[src/verilog/flame_relay_pkg.sv]
package flame_relay_pkg;
    // timebase
    localparam int CLK_MHZ = 50;
    localparam int TICK_US = 1000;
    localparam int TICK_CYCLES = TICK_US * CLK_MHZ;
    localparam int WINDOW_MS = 1000;
    localparam logic [15:0] WINDOW_LAST = 16'(WINDOW_MS - 1);

    // extinguish delay limits in milliseconds, and register reset values
    localparam logic [15:0] DELAY_MIN_MS = 16'h00c8;
    localparam logic [15:0] DELAY_MAX_MS = 16'h2ee0;
    localparam logic [15:0] DELAY_RST = 16'h03e8;
    localparam logic [15:0] THRESH_RST = 16'h0014;
    localparam logic [2:0] MASK_RST = 3'h0;
    localparam logic [1:0] CTRL_RST = 2'h0;

    // register byte offsets
    localparam logic [7:0] ADDR_CTRL = 8'h00;
    localparam logic [7:0] ADDR_THRESH = 8'h04;
    localparam logic [7:0] ADDR_DELAY = 8'h08;
    localparam logic [7:0] ADDR_STATUS = 8'h0c;
    localparam logic [7:0] ADDR_IRQ_STAT = 8'h10;
    localparam logic [7:0] ADDR_IRQ_MASK = 8'h14;
    localparam logic [7:0] ADDR_RATE = 8'h18;

    // control bits
    localparam int CTRL_BYPASS = 0;
    localparam int CTRL_LENS = 1;
    localparam int CTRL_FAULT_RESET = 2;

    // interrupt bits
    localparam int IRQ_ALARM = 0;
    localparam int IRQ_EXTINGUISH = 1;
    localparam int IRQ_FAULT = 2;

    // positions in the synchronised pin vector
    localparam int NUM_DET = 8;
    localparam int NUM_FAULT = 22;
    localparam int NUM_RAW = NUM_DET + 3 + NUM_FAULT;
    localparam int POS_BYPASS = 8;
    localparam int POS_LENS = 9;
    localparam int POS_REMOTE = 10;
    localparam int POS_FAULT = 11;
endpackage : flame_relay_pkg

[src/verilog/rate_if.sv]
`timescale 1ns/1ps
interface rate_if;
    logic [3:0] pulses;
    logic msTick;
    logic [15:0] threshold;
    logic above;
    logic [15:0] lastCount;

    modport feeder (output pulses, output msTick, output threshold, input above, input lastCount);
    modport integ (input pulses, input msTick, input threshold, output above, output lastCount);
endinterface : rate_if

[src/verilog/flame_alarm_relay.sv]
// The implementer's own choices: the register addresses and the APB interface to the registers.
`timescale 1ns/1ps
//
// Contract
// - alarm relay on at once above threshold
// - extinguish only after continuous above-threshold delay
// - extinguish delay adjustable 0.2 to 12 s
// - fault relay energized unless a fault present; code keeps a fault latched until remote reset or CTRL_FAULT_RESET
// - bypass counts as fault, drops fault relay
// - detector lead open or short flags fault
// - power supply failure flags fault
// - relay coil open or relay absent faults
// - any of four boards missing faults
// - wiring supervised continuously, not by scan
// - pulses integrated so comparison uses rate
// - sensitivity is a count; higher is less sensitive
// - bypass inhibits alarm and extinguish relays
// - lens check button lights detector test lamp
module flame_alarm_relay #(
    parameter int TickCycles = flame_relay_pkg::TICK_CYCLES
) (
    input wire logic ref_clk,
    input wire logic rst_n,
    input wire logic psel,
    input wire logic penable,
    input wire logic pwrite,
    input wire logic [7:0] paddr,
    input wire logic [31:0] pwdata,
    output logic [31:0] prdata,
    output logic pready,
    output logic pslverr,
    input wire logic [7:0] detPulse,
    input wire logic bypassSel,
    input wire logic lensCheckTest,
    input wire logic remoteReset,
    input wire logic [2:0] leadOpen,
    input wire logic [2:0] leadShort,
    input wire logic [2:0] leadGround,
    input wire logic [2:0] supplyFail,
    input wire logic [2:0] coilOpen,
    input wire logic [2:0] relayAbsent,
    input wire logic [3:0] boardMissing,
    output logic alarmRelay,
    output logic extinguishRelay,
    output logic faultRelay,
    output logic testLamp,
    output logic irq
);
    localparam int NR = flame_relay_pkg::NUM_RAW;
    localparam int ND = flame_relay_pkg::NUM_DET;
    localparam int NF = flame_relay_pkg::NUM_FAULT;
    localparam logic [15:0] TICK_LAST = 16'(TickCycles - 1);

    typedef struct packed {
        logic [NR-1:0] sync1;
        logic [NR-1:0] sync2;
        logic [ND-1:0] detPrev;
        logic [15:0] tickCnt;
        logic msTick;
        logic [3:0] pulseCnt;
        logic [1:0] ctrl;
        logic [15:0] threshold;
        logic [15:0] delayMs;
        logic [15:0] dlyCnt;
        logic [2:0] irqStat;
        logic [2:0] irqMask;
        logic faultLatched;
        logic alarm;
        logic extinguish;
        logic faultOut;
        logic lamp;
        logic irqOut;
        logic ready;
        logic slvErr;
        logic [31:0] rdata;
    } relay_state_type;

    relay_state_type state_q;
    relay_state_type state_d;

    rate_if rif ();

    rate_integrator u_integ (
        .ref_clk(ref_clk),
        .rst_n(rst_n),
        .rif(rif)
    );

    assign rif.pulses = state_q.pulseCnt;
    assign rif.msTick = state_q.msTick;
    assign rif.threshold = state_q.threshold;

    always_comb begin
        logic [NR-1:0] raw;
        logic [ND-1:0] rise;
        logic [NF-1:0] faults;
        logic bypass;
        logic above;
        logic faultNow;
        logic resetReq;
        logic setup;
        logic access;
        logic [2:0] events;
        logic [15:0] wval;

        state_d = state_q;
        raw = {boardMissing, relayAbsent, coilOpen, supplyFail, leadGround, leadShort, leadOpen,
               remoteReset, lensCheckTest, bypassSel, detPulse};
        rise = '0;
        events = 3'h0;
        resetReq = 1'b0;
        wval = pwdata[15:0];
        faults = '0;
        bypass = 1'b0;
        above = 1'b0;
        faultNow = 1'b0;
        setup = 1'b0;
        access = 1'b0;

        // two-stage synchronisers for every detector, switch and fault pin
        state_d.sync1 = raw;
        state_d.sync2 = state_q.sync1;
        state_d.detPrev = state_q.sync2[ND-1:0];

        // count detector pulse edges this cycle
        state_d.pulseCnt = 4'h0;
        for (int i = 0; i < ND; i++) begin
            rise[i] = state_q.sync2[i] & ~state_q.detPrev[i];
            state_d.pulseCnt = state_d.pulseCnt + 4'(rise[i]);
        end

        // millisecond timebase
        state_d.msTick = 1'b0;
        if (state_q.tickCnt == TICK_LAST) begin
            state_d.tickCnt = 16'h0000;
            state_d.msTick = 1'b1;
        end else begin
            state_d.tickCnt = state_q.tickCnt + 16'h0001;
        end

        faults = state_q.sync2[flame_relay_pkg::POS_FAULT +: NF];
        bypass = state_q.sync2[flame_relay_pkg::POS_BYPASS] | state_q.ctrl[flame_relay_pkg::CTRL_BYPASS];
        above = rif.above;

        // apb slave: zero wait states, answer in the first access cycle
        setup = psel & ~penable & ~state_q.ready;
        access = psel & penable & state_q.ready;
        state_d.ready = 1'b0;
        state_d.slvErr = 1'b0;
        if (setup) begin
            state_d.ready = 1'b1;
            state_d.rdata = 32'h0000_0000;
            unique case (paddr)
                flame_relay_pkg::ADDR_CTRL: state_d.rdata = {30'h0, state_q.ctrl};
                flame_relay_pkg::ADDR_THRESH: state_d.rdata = {16'h0000, state_q.threshold};
                flame_relay_pkg::ADDR_DELAY: state_d.rdata = {16'h0000, state_q.delayMs};
                flame_relay_pkg::ADDR_STATUS: state_d.rdata = {2'h0, faults, 2'h0, state_q.faultLatched,
                                                               bypass, above, state_q.faultOut,
                                                               state_q.extinguish, state_q.alarm};
                flame_relay_pkg::ADDR_IRQ_STAT: state_d.rdata = {29'h0, state_q.irqStat};
                flame_relay_pkg::ADDR_IRQ_MASK: state_d.rdata = {29'h0, state_q.irqMask};
                flame_relay_pkg::ADDR_RATE: state_d.rdata = {16'h0000, rif.lastCount};
                default: state_d.slvErr = 1'b1;
            endcase
        end
        if (access && pwrite) begin
            unique case (paddr)
                flame_relay_pkg::ADDR_CTRL: begin
                    state_d.ctrl = pwdata[1:0];
                    resetReq = pwdata[flame_relay_pkg::CTRL_FAULT_RESET];
                end
                flame_relay_pkg::ADDR_THRESH: state_d.threshold = wval;
                flame_relay_pkg::ADDR_DELAY: begin
                    // clamp to the adjustable range
                    if (wval < flame_relay_pkg::DELAY_MIN_MS) begin
                        state_d.delayMs = flame_relay_pkg::DELAY_MIN_MS;
                    end else if (wval > flame_relay_pkg::DELAY_MAX_MS) begin
                        state_d.delayMs = flame_relay_pkg::DELAY_MAX_MS;
                    end else begin
                        state_d.delayMs = wval;
                    end
                end
                flame_relay_pkg::ADDR_IRQ_MASK: state_d.irqMask = pwdata[2:0];
                default: ;
            endcase
        end
        if (access && !pwrite && paddr == flame_relay_pkg::ADDR_IRQ_STAT) begin
            // clear only what the read reported, so a late event survives
            state_d.irqStat = state_q.irqStat & ~state_q.rdata[2:0];
        end

        // instantaneous alarm, locked out in bypass
        state_d.alarm = above & ~bypass;

        // delay restarts from zero whenever the rate falls back
        if (!above || bypass) begin
            state_d.dlyCnt = 16'h0000;
        end else if (state_q.msTick && state_q.dlyCnt < state_q.delayMs) begin
            state_d.dlyCnt = state_q.dlyCnt + 16'h0001;
        end
        state_d.extinguish = above & ~bypass & (state_d.dlyCnt >= state_q.delayMs);

        // fault supervision is evaluated every cycle
        faultNow = |faults;
        resetReq = resetReq | state_q.sync2[flame_relay_pkg::POS_REMOTE];
        state_d.faultLatched = faultNow | (state_q.faultLatched & ~resetReq);
        state_d.faultOut = ~(state_d.faultLatched | bypass);

        // lens check drives the detector test lamp
        state_d.lamp = state_q.sync2[flame_relay_pkg::POS_LENS] | state_q.ctrl[flame_relay_pkg::CTRL_LENS];

        // sticky interrupt events, set wins over clear
        events[flame_relay_pkg::IRQ_ALARM] = state_d.alarm & ~state_q.alarm;
        events[flame_relay_pkg::IRQ_EXTINGUISH] = state_d.extinguish & ~state_q.extinguish;
        events[flame_relay_pkg::IRQ_FAULT] = ~state_d.faultOut & state_q.faultOut;
        state_d.irqStat = state_d.irqStat | events;
        state_d.irqOut = |(state_d.irqStat & state_d.irqMask);
    end

    always_ff @(posedge ref_clk) begin
        if (!rst_n) begin
            state_q <= '0;
            state_q.threshold <= flame_relay_pkg::THRESH_RST;
            state_q.delayMs <= flame_relay_pkg::DELAY_RST;
            state_q.irqMask <= flame_relay_pkg::MASK_RST;
            state_q.ctrl <= flame_relay_pkg::CTRL_RST;
        end else begin
            state_q <= state_d;
        end
    end

    assign prdata = state_q.rdata;
    assign pready = state_q.ready;
    assign pslverr = state_q.slvErr;
    assign alarmRelay = state_q.alarm;
    assign extinguishRelay = state_q.extinguish;
    assign faultRelay = state_q.faultOut;
    assign testLamp = state_q.lamp;
    assign irq = state_q.irqOut;
endmodule : flame_alarm_relay

[src/verilog/rate_integrator.sv]
`timescale 1ns/1ps
module rate_integrator (
    input wire logic ref_clk,
    input wire logic rst_n,
    rate_if.integ rif
);
    typedef struct packed {
        logic [15:0] winMs;
        logic [15:0] acc;
        logic [15:0] last;
        logic above;
    } integ_state_type;

    integ_state_type state_q;
    integ_state_type state_d;

    always_comb begin
        logic [16:0] sum;
        logic [15:0] accSat;
        state_d = state_q;
        // accumulate pulses, saturating so a storm cannot wrap to zero
        sum = {1'b0, state_q.acc} + 17'(rif.pulses);
        accSat = sum[16] ? 16'hffff : sum[15:0];
        state_d.acc = accSat;
        // the running count reaching the threshold trips at once
        if (accSat >= rif.threshold) begin
            state_d.above = 1'b1;
        end
        if (rif.msTick) begin
            if (state_q.winMs == flame_relay_pkg::WINDOW_LAST) begin
                // window closes: the rate over the whole window decides
                state_d.winMs = 16'h0000;
                state_d.last = accSat;
                state_d.above = (accSat >= rif.threshold);
                state_d.acc = 16'h0000;
            end else begin
                state_d.winMs = state_q.winMs + 16'h0001;
            end
        end
    end

    always_ff @(posedge ref_clk) begin
        if (!rst_n) begin
            state_q <= '0;
        end else begin
            state_q <= state_d;
        end
    end

    assign rif.above = state_q.above;
    assign rif.lastCount = state_q.last;
endmodule : rate_integrator
[config.mk]
export PLATFORM = sky130hd
export DESIGN_NAME = flame_alarm_relay
export DESIGN_NICKNAME = d
export VERILOG_FILES = /design/src/verilog/flame_relay_pkg.sv /design/src/verilog/rate_if.sv /design/src/verilog/flame_alarm_relay.sv /design/src/verilog/rate_integrator.sv
export SDC_FILE = /design/constraint.sdc
export NUM_CORES = 1
export LEC_CHECK = 0
export BUFFER_PORTS_ARGS = -buffer_cell sky130_fd_sc_hd__buf_2
export CAP_MARGIN = 15
export CORE_AREA = 2 2 138 140
export DETAILED_ROUTE_END_ITERATION = 6
export DIE_AREA = 0 0 140 142
export GPL_TIMING_DRIVEN = 0
export MAX_ROUTING_LAYER = met4
export PLACE_DENSITY = 0.8
export SLEW_MARGIN = 20
export SYNTH_ARGS = -nofsm -noshare
export SYNTH_HDL_FRONTEND = slang
export SYNTH_HIERARCHICAL = 1
export SYNTH_SLANG_ARGS = --single-unit
[constraint.sdc]
create_clock -name ref_clk -period 6.74 [get_ports ref_clk]
set_clock_uncertainty 0.15 [all_clocks]
set_input_delay 0.337 -clock ref_clk [delete_from_list [all_inputs] [get_ports ref_clk]]
set_output_delay 0.337 -clock ref_clk [all_outputs]
set_load 0.005 [all_outputs]
==> impl_metrics.env <==
export IMPL_clk_pin_slew_ns=0.07
export IMPL_htreeDepth=1
export IMPL_cts_tree="yes"
export IMPL_power_mw=2.948
export IMPL_pre_cts_ws_ns=2.629
export IMPL_startpoint_type="flip-flop"
export IMPL_grt_pass1_wl_um=43810
export IMPL_post_route_period_util=0.6204
export IMPL_drcViolationCount=23
export IMPL_async_flop_share=0
export IMPL_grt_ovfl_total=0
export IMPL_ir_drop_mv=0.2573
export IMPL_netlist_instances=1223
export IMPL_cts_made_buffers=24
export IMPL_min_period_ns=4.181
export IMPL_cp_arrival_ns=4.42
export IMPL_rows=50
export IMPL_dp_hpwl_um=19560
export IMPL_antenna_left=0
export IMPL_io_pins=117
export IMPL_clock_fmax_mhz=239.2
export IMPL_relSlewSlack=0.4703
export IMPL_synth_seq_cells=238
export IMPL_worst_slew_pin_slew_ns=0.7946
export IMPL_worstSkewPairLatency_ns=0.52
export IMPL_synth_ff_type="dfxtp_1"
export IMPL_die_x_um=140
export IMPL_final_common_cell="dfxtp_1"
export IMPL_critPathKind="reg -> reg"
export IMPL_wl_per_cell_um=16.75
export IMPL_vias=9354
export IMPL_wirelength_um=27590
export IMPL_drv_cap=0
export IMPL_p_leak_nw=5.551
export IMPL_tns_ns=0
export IMPL_viasPerCell=5.679
export IMPL_synthDistinctLibCells=77
export IMPL_endpoint_kind="flip-flop"
export IMPL_synth_area_per_cell_sq_um=8.843
export IMPL_syn_area_sq_um=10820
export IMPL_setup_ws_ns=2.559
export IMPL_outcome="finished, violations left"
export IMPL_gp_congestion=0.9241
export IMPL_synth_edff_count=0
export IMPL_cts_path_max_buffers=3
export IMPL_maxSlewViolCount=0
export IMPL_fp_dieArea_sq_um=19880
export IMPL_yosys_warnings=6
export IMPL_grt_max_degree=16
export IMPL_power_density_nw_per_um2=228.5
export IMPL_layout_drive_gt1_share=0.1558
export IMPL_layout_common_cells="238 x dfxtp_1, 135 x nand2_1, 119 x nor2_1"
export IMPL_required_ns=6.97
export IMPL_area_delta_synth_final_pct=19.26
export IMPL_drt_pass1_iterations=7
export IMPL_track_usage=0.2832
export IMPL_root_buffer="clkbuf_16"
export IMPL_grt_pass1_vias=8717
export IMPL_violations="design-rule violations"
export IMPL_num_nets_final=1536
export IMPL_initial_core_util=0.5860
export IMPL_fillers=1411
export IMPL_dieHeight_um=142
export IMPL_port_buffers=96
export IMPL_setup_viol=0
export IMPL_hold_viol=0
export IMPL_clock_sinks=238
export IMPL_antenna_found_initial=1
export IMPL_worst_hold_path_type="in -> reg"
export IMPL_cp_max_fo=10
export IMPL_coreArea_sq_um=18460
export IMPL_cts_resized_gates=0
export IMPL_initialDrtViolationCount=753
export IMPL_yosysSeqAreaShare=0.4405
export IMPL_rsz0062_at_grt="no"
## kinds of logic (layout without fill, tap and decap cells)
family          Yosys count  count (layout)  synth area share
other cells               1               3         0.0003467
xor+xnor                 41              41           0.03320
fa+ha+maj                62              62           0.07520
buf+inv                 167             355           0.07670
mux                      11              11           0.01030
simple gates            485             485            0.2292
compound gates          218             218            0.1345
flops                   238             238            0.4405
## per-layer routing
| layer | up-vias | wire length (um) | track usage |
|---|---|---|---|
| met3 | 83 | 1779 | 0.03836 |
| met4 | 0 | 1070 | 0.1191 |
| li1 | 4501 | - | - |
| met2 | 365 | 13020 | 0.4628 |
| met1 | 4405 | 11720 | 0.3569 |
| met5 | - | 0 | - |
## cell usage after synthesis, types with 6 or more instances
cell type	number	area share
a21oi_1	58	0.027
a221oi_1	14	0.011
a22o_1	11	0.0089
a2bb2oi_1	8	0.0065
a31oi_1	8	0.0046
a32o_1	7	0.0065
and2_1	89	0.051
and3_1	19	0.011
buf_2	12	0.0056
buf_4	50	0.035
clkbuf_1	37	0.013
dfxtp_1	238	0.44
ha_1	57	0.066
inv_1	65	0.023
mux2i_1	10	0.0093
nand2_1	135	0.047
nand3_1	30	0.014
nand4_1	20	0.012
nor2_1	119	0.041
nor2b_1	6	0.0035
nor3_1	12	0.0056
nor4_1	9	0.0052
o211ai_1	10	0.0069
o21ai_0	54	0.025
or3_1	10	0.0058
xnor2_1	14	0.011
xor2_1	27	0.022
## flip-flops by register name, indices dropped and copies added, names as in the netlist
signal,count
faultRelay,1
testLamp,1
u_integ/rif.lastCount,16
state_q,90
u_integ/state_q,32
prdata,30
state_d,41
rif.msTick,1
extinguishRelay,1
u_integ/rif.above,1
pslverr,1
rif.pulses,4
pready,1
rif.threshold,16
irq,1
alarmRelay,1
## through the flow
step	cells	utilization	hold WS, ns	cell area, sq um
after floorplan	1224	-	0.2614	10820
after global placement	1554	0.6281	0.2627	11590
after detailed placement	1554	0.6281	0.2699	11590
after CTS	1646	0.6988	0.1371	12900
after global routing	1646	0.6988	0.1936	12900
final	1647	0.6989	0.1575	12900
## report_power, final
group	switching [mW]	total, mW	internal (mW)
Clock	0.550	1.33	0.781
Combinational	0.0947	0.168	0.0734
Sequential	0.0132	1.45	1.44
## cell type report
type                       instances  area (sq um)  share of cell area
multi-input combinational        819          5225              0.4051
tap                              234         292.8             0.02270
inverter                          66         247.7             0.01921
sequential                       238          4765              0.3694
clock inverter                    10         91.34            0.007081
antenna                            1         2.502           0.0001940
clock buffer                      32         711.9             0.05519
buffer                           101         581.8             0.04511
timing repair buffer             146         980.9             0.07605
## critical path: stages (launching register included)
cell and delay, ns:
dfxtp_1 0.39, inv_1 0.10, ha_1 0.30, a21o_1 0.19, a221o_1 0.33, a21oi_2 0.24
buf_2 0.25, o211ai_1 0.13, xor2_1 0.19, nor2_1 0.08, ha_1 0.31, a211o_1 0.25
a31oi_1 0.17, o221ai_1 0.15, a2111o_1 0.44, a22oi_1 0.20, o221ai_1 0.16
## worst paths after layout
| path | startpoint | to | slack [ns] | cells past startpoint |
|---|---|---|---|---|
| worst max-delay path | state_q[71]$_SDFFE_PN1P_ | irq$_SDFF_PN0_ | 2.56 | 16 |
| worst min-delay path | paddr[7] | prdata[2]$_SDFFE_PN0P_ | 0.16 | 4 |
| worst max register to register | state_q[71]$_SDFFE_PN1P_ | irq$_SDFF_PN0_ | 2.56 | 16 |
| worst min register to register | state_d[134]$_SDFF_PN0_ | state_q[134]$_SDFF_PN0_ | 0.28 | 1 |
## repair_timing
action / 4_1_cts / 5_1_grt
buffers inserted: 0 / 0
hold buffers: 50 / 0
endpoints found under the hold margin: 57 / 0
(Power assumes the default switching activity.)
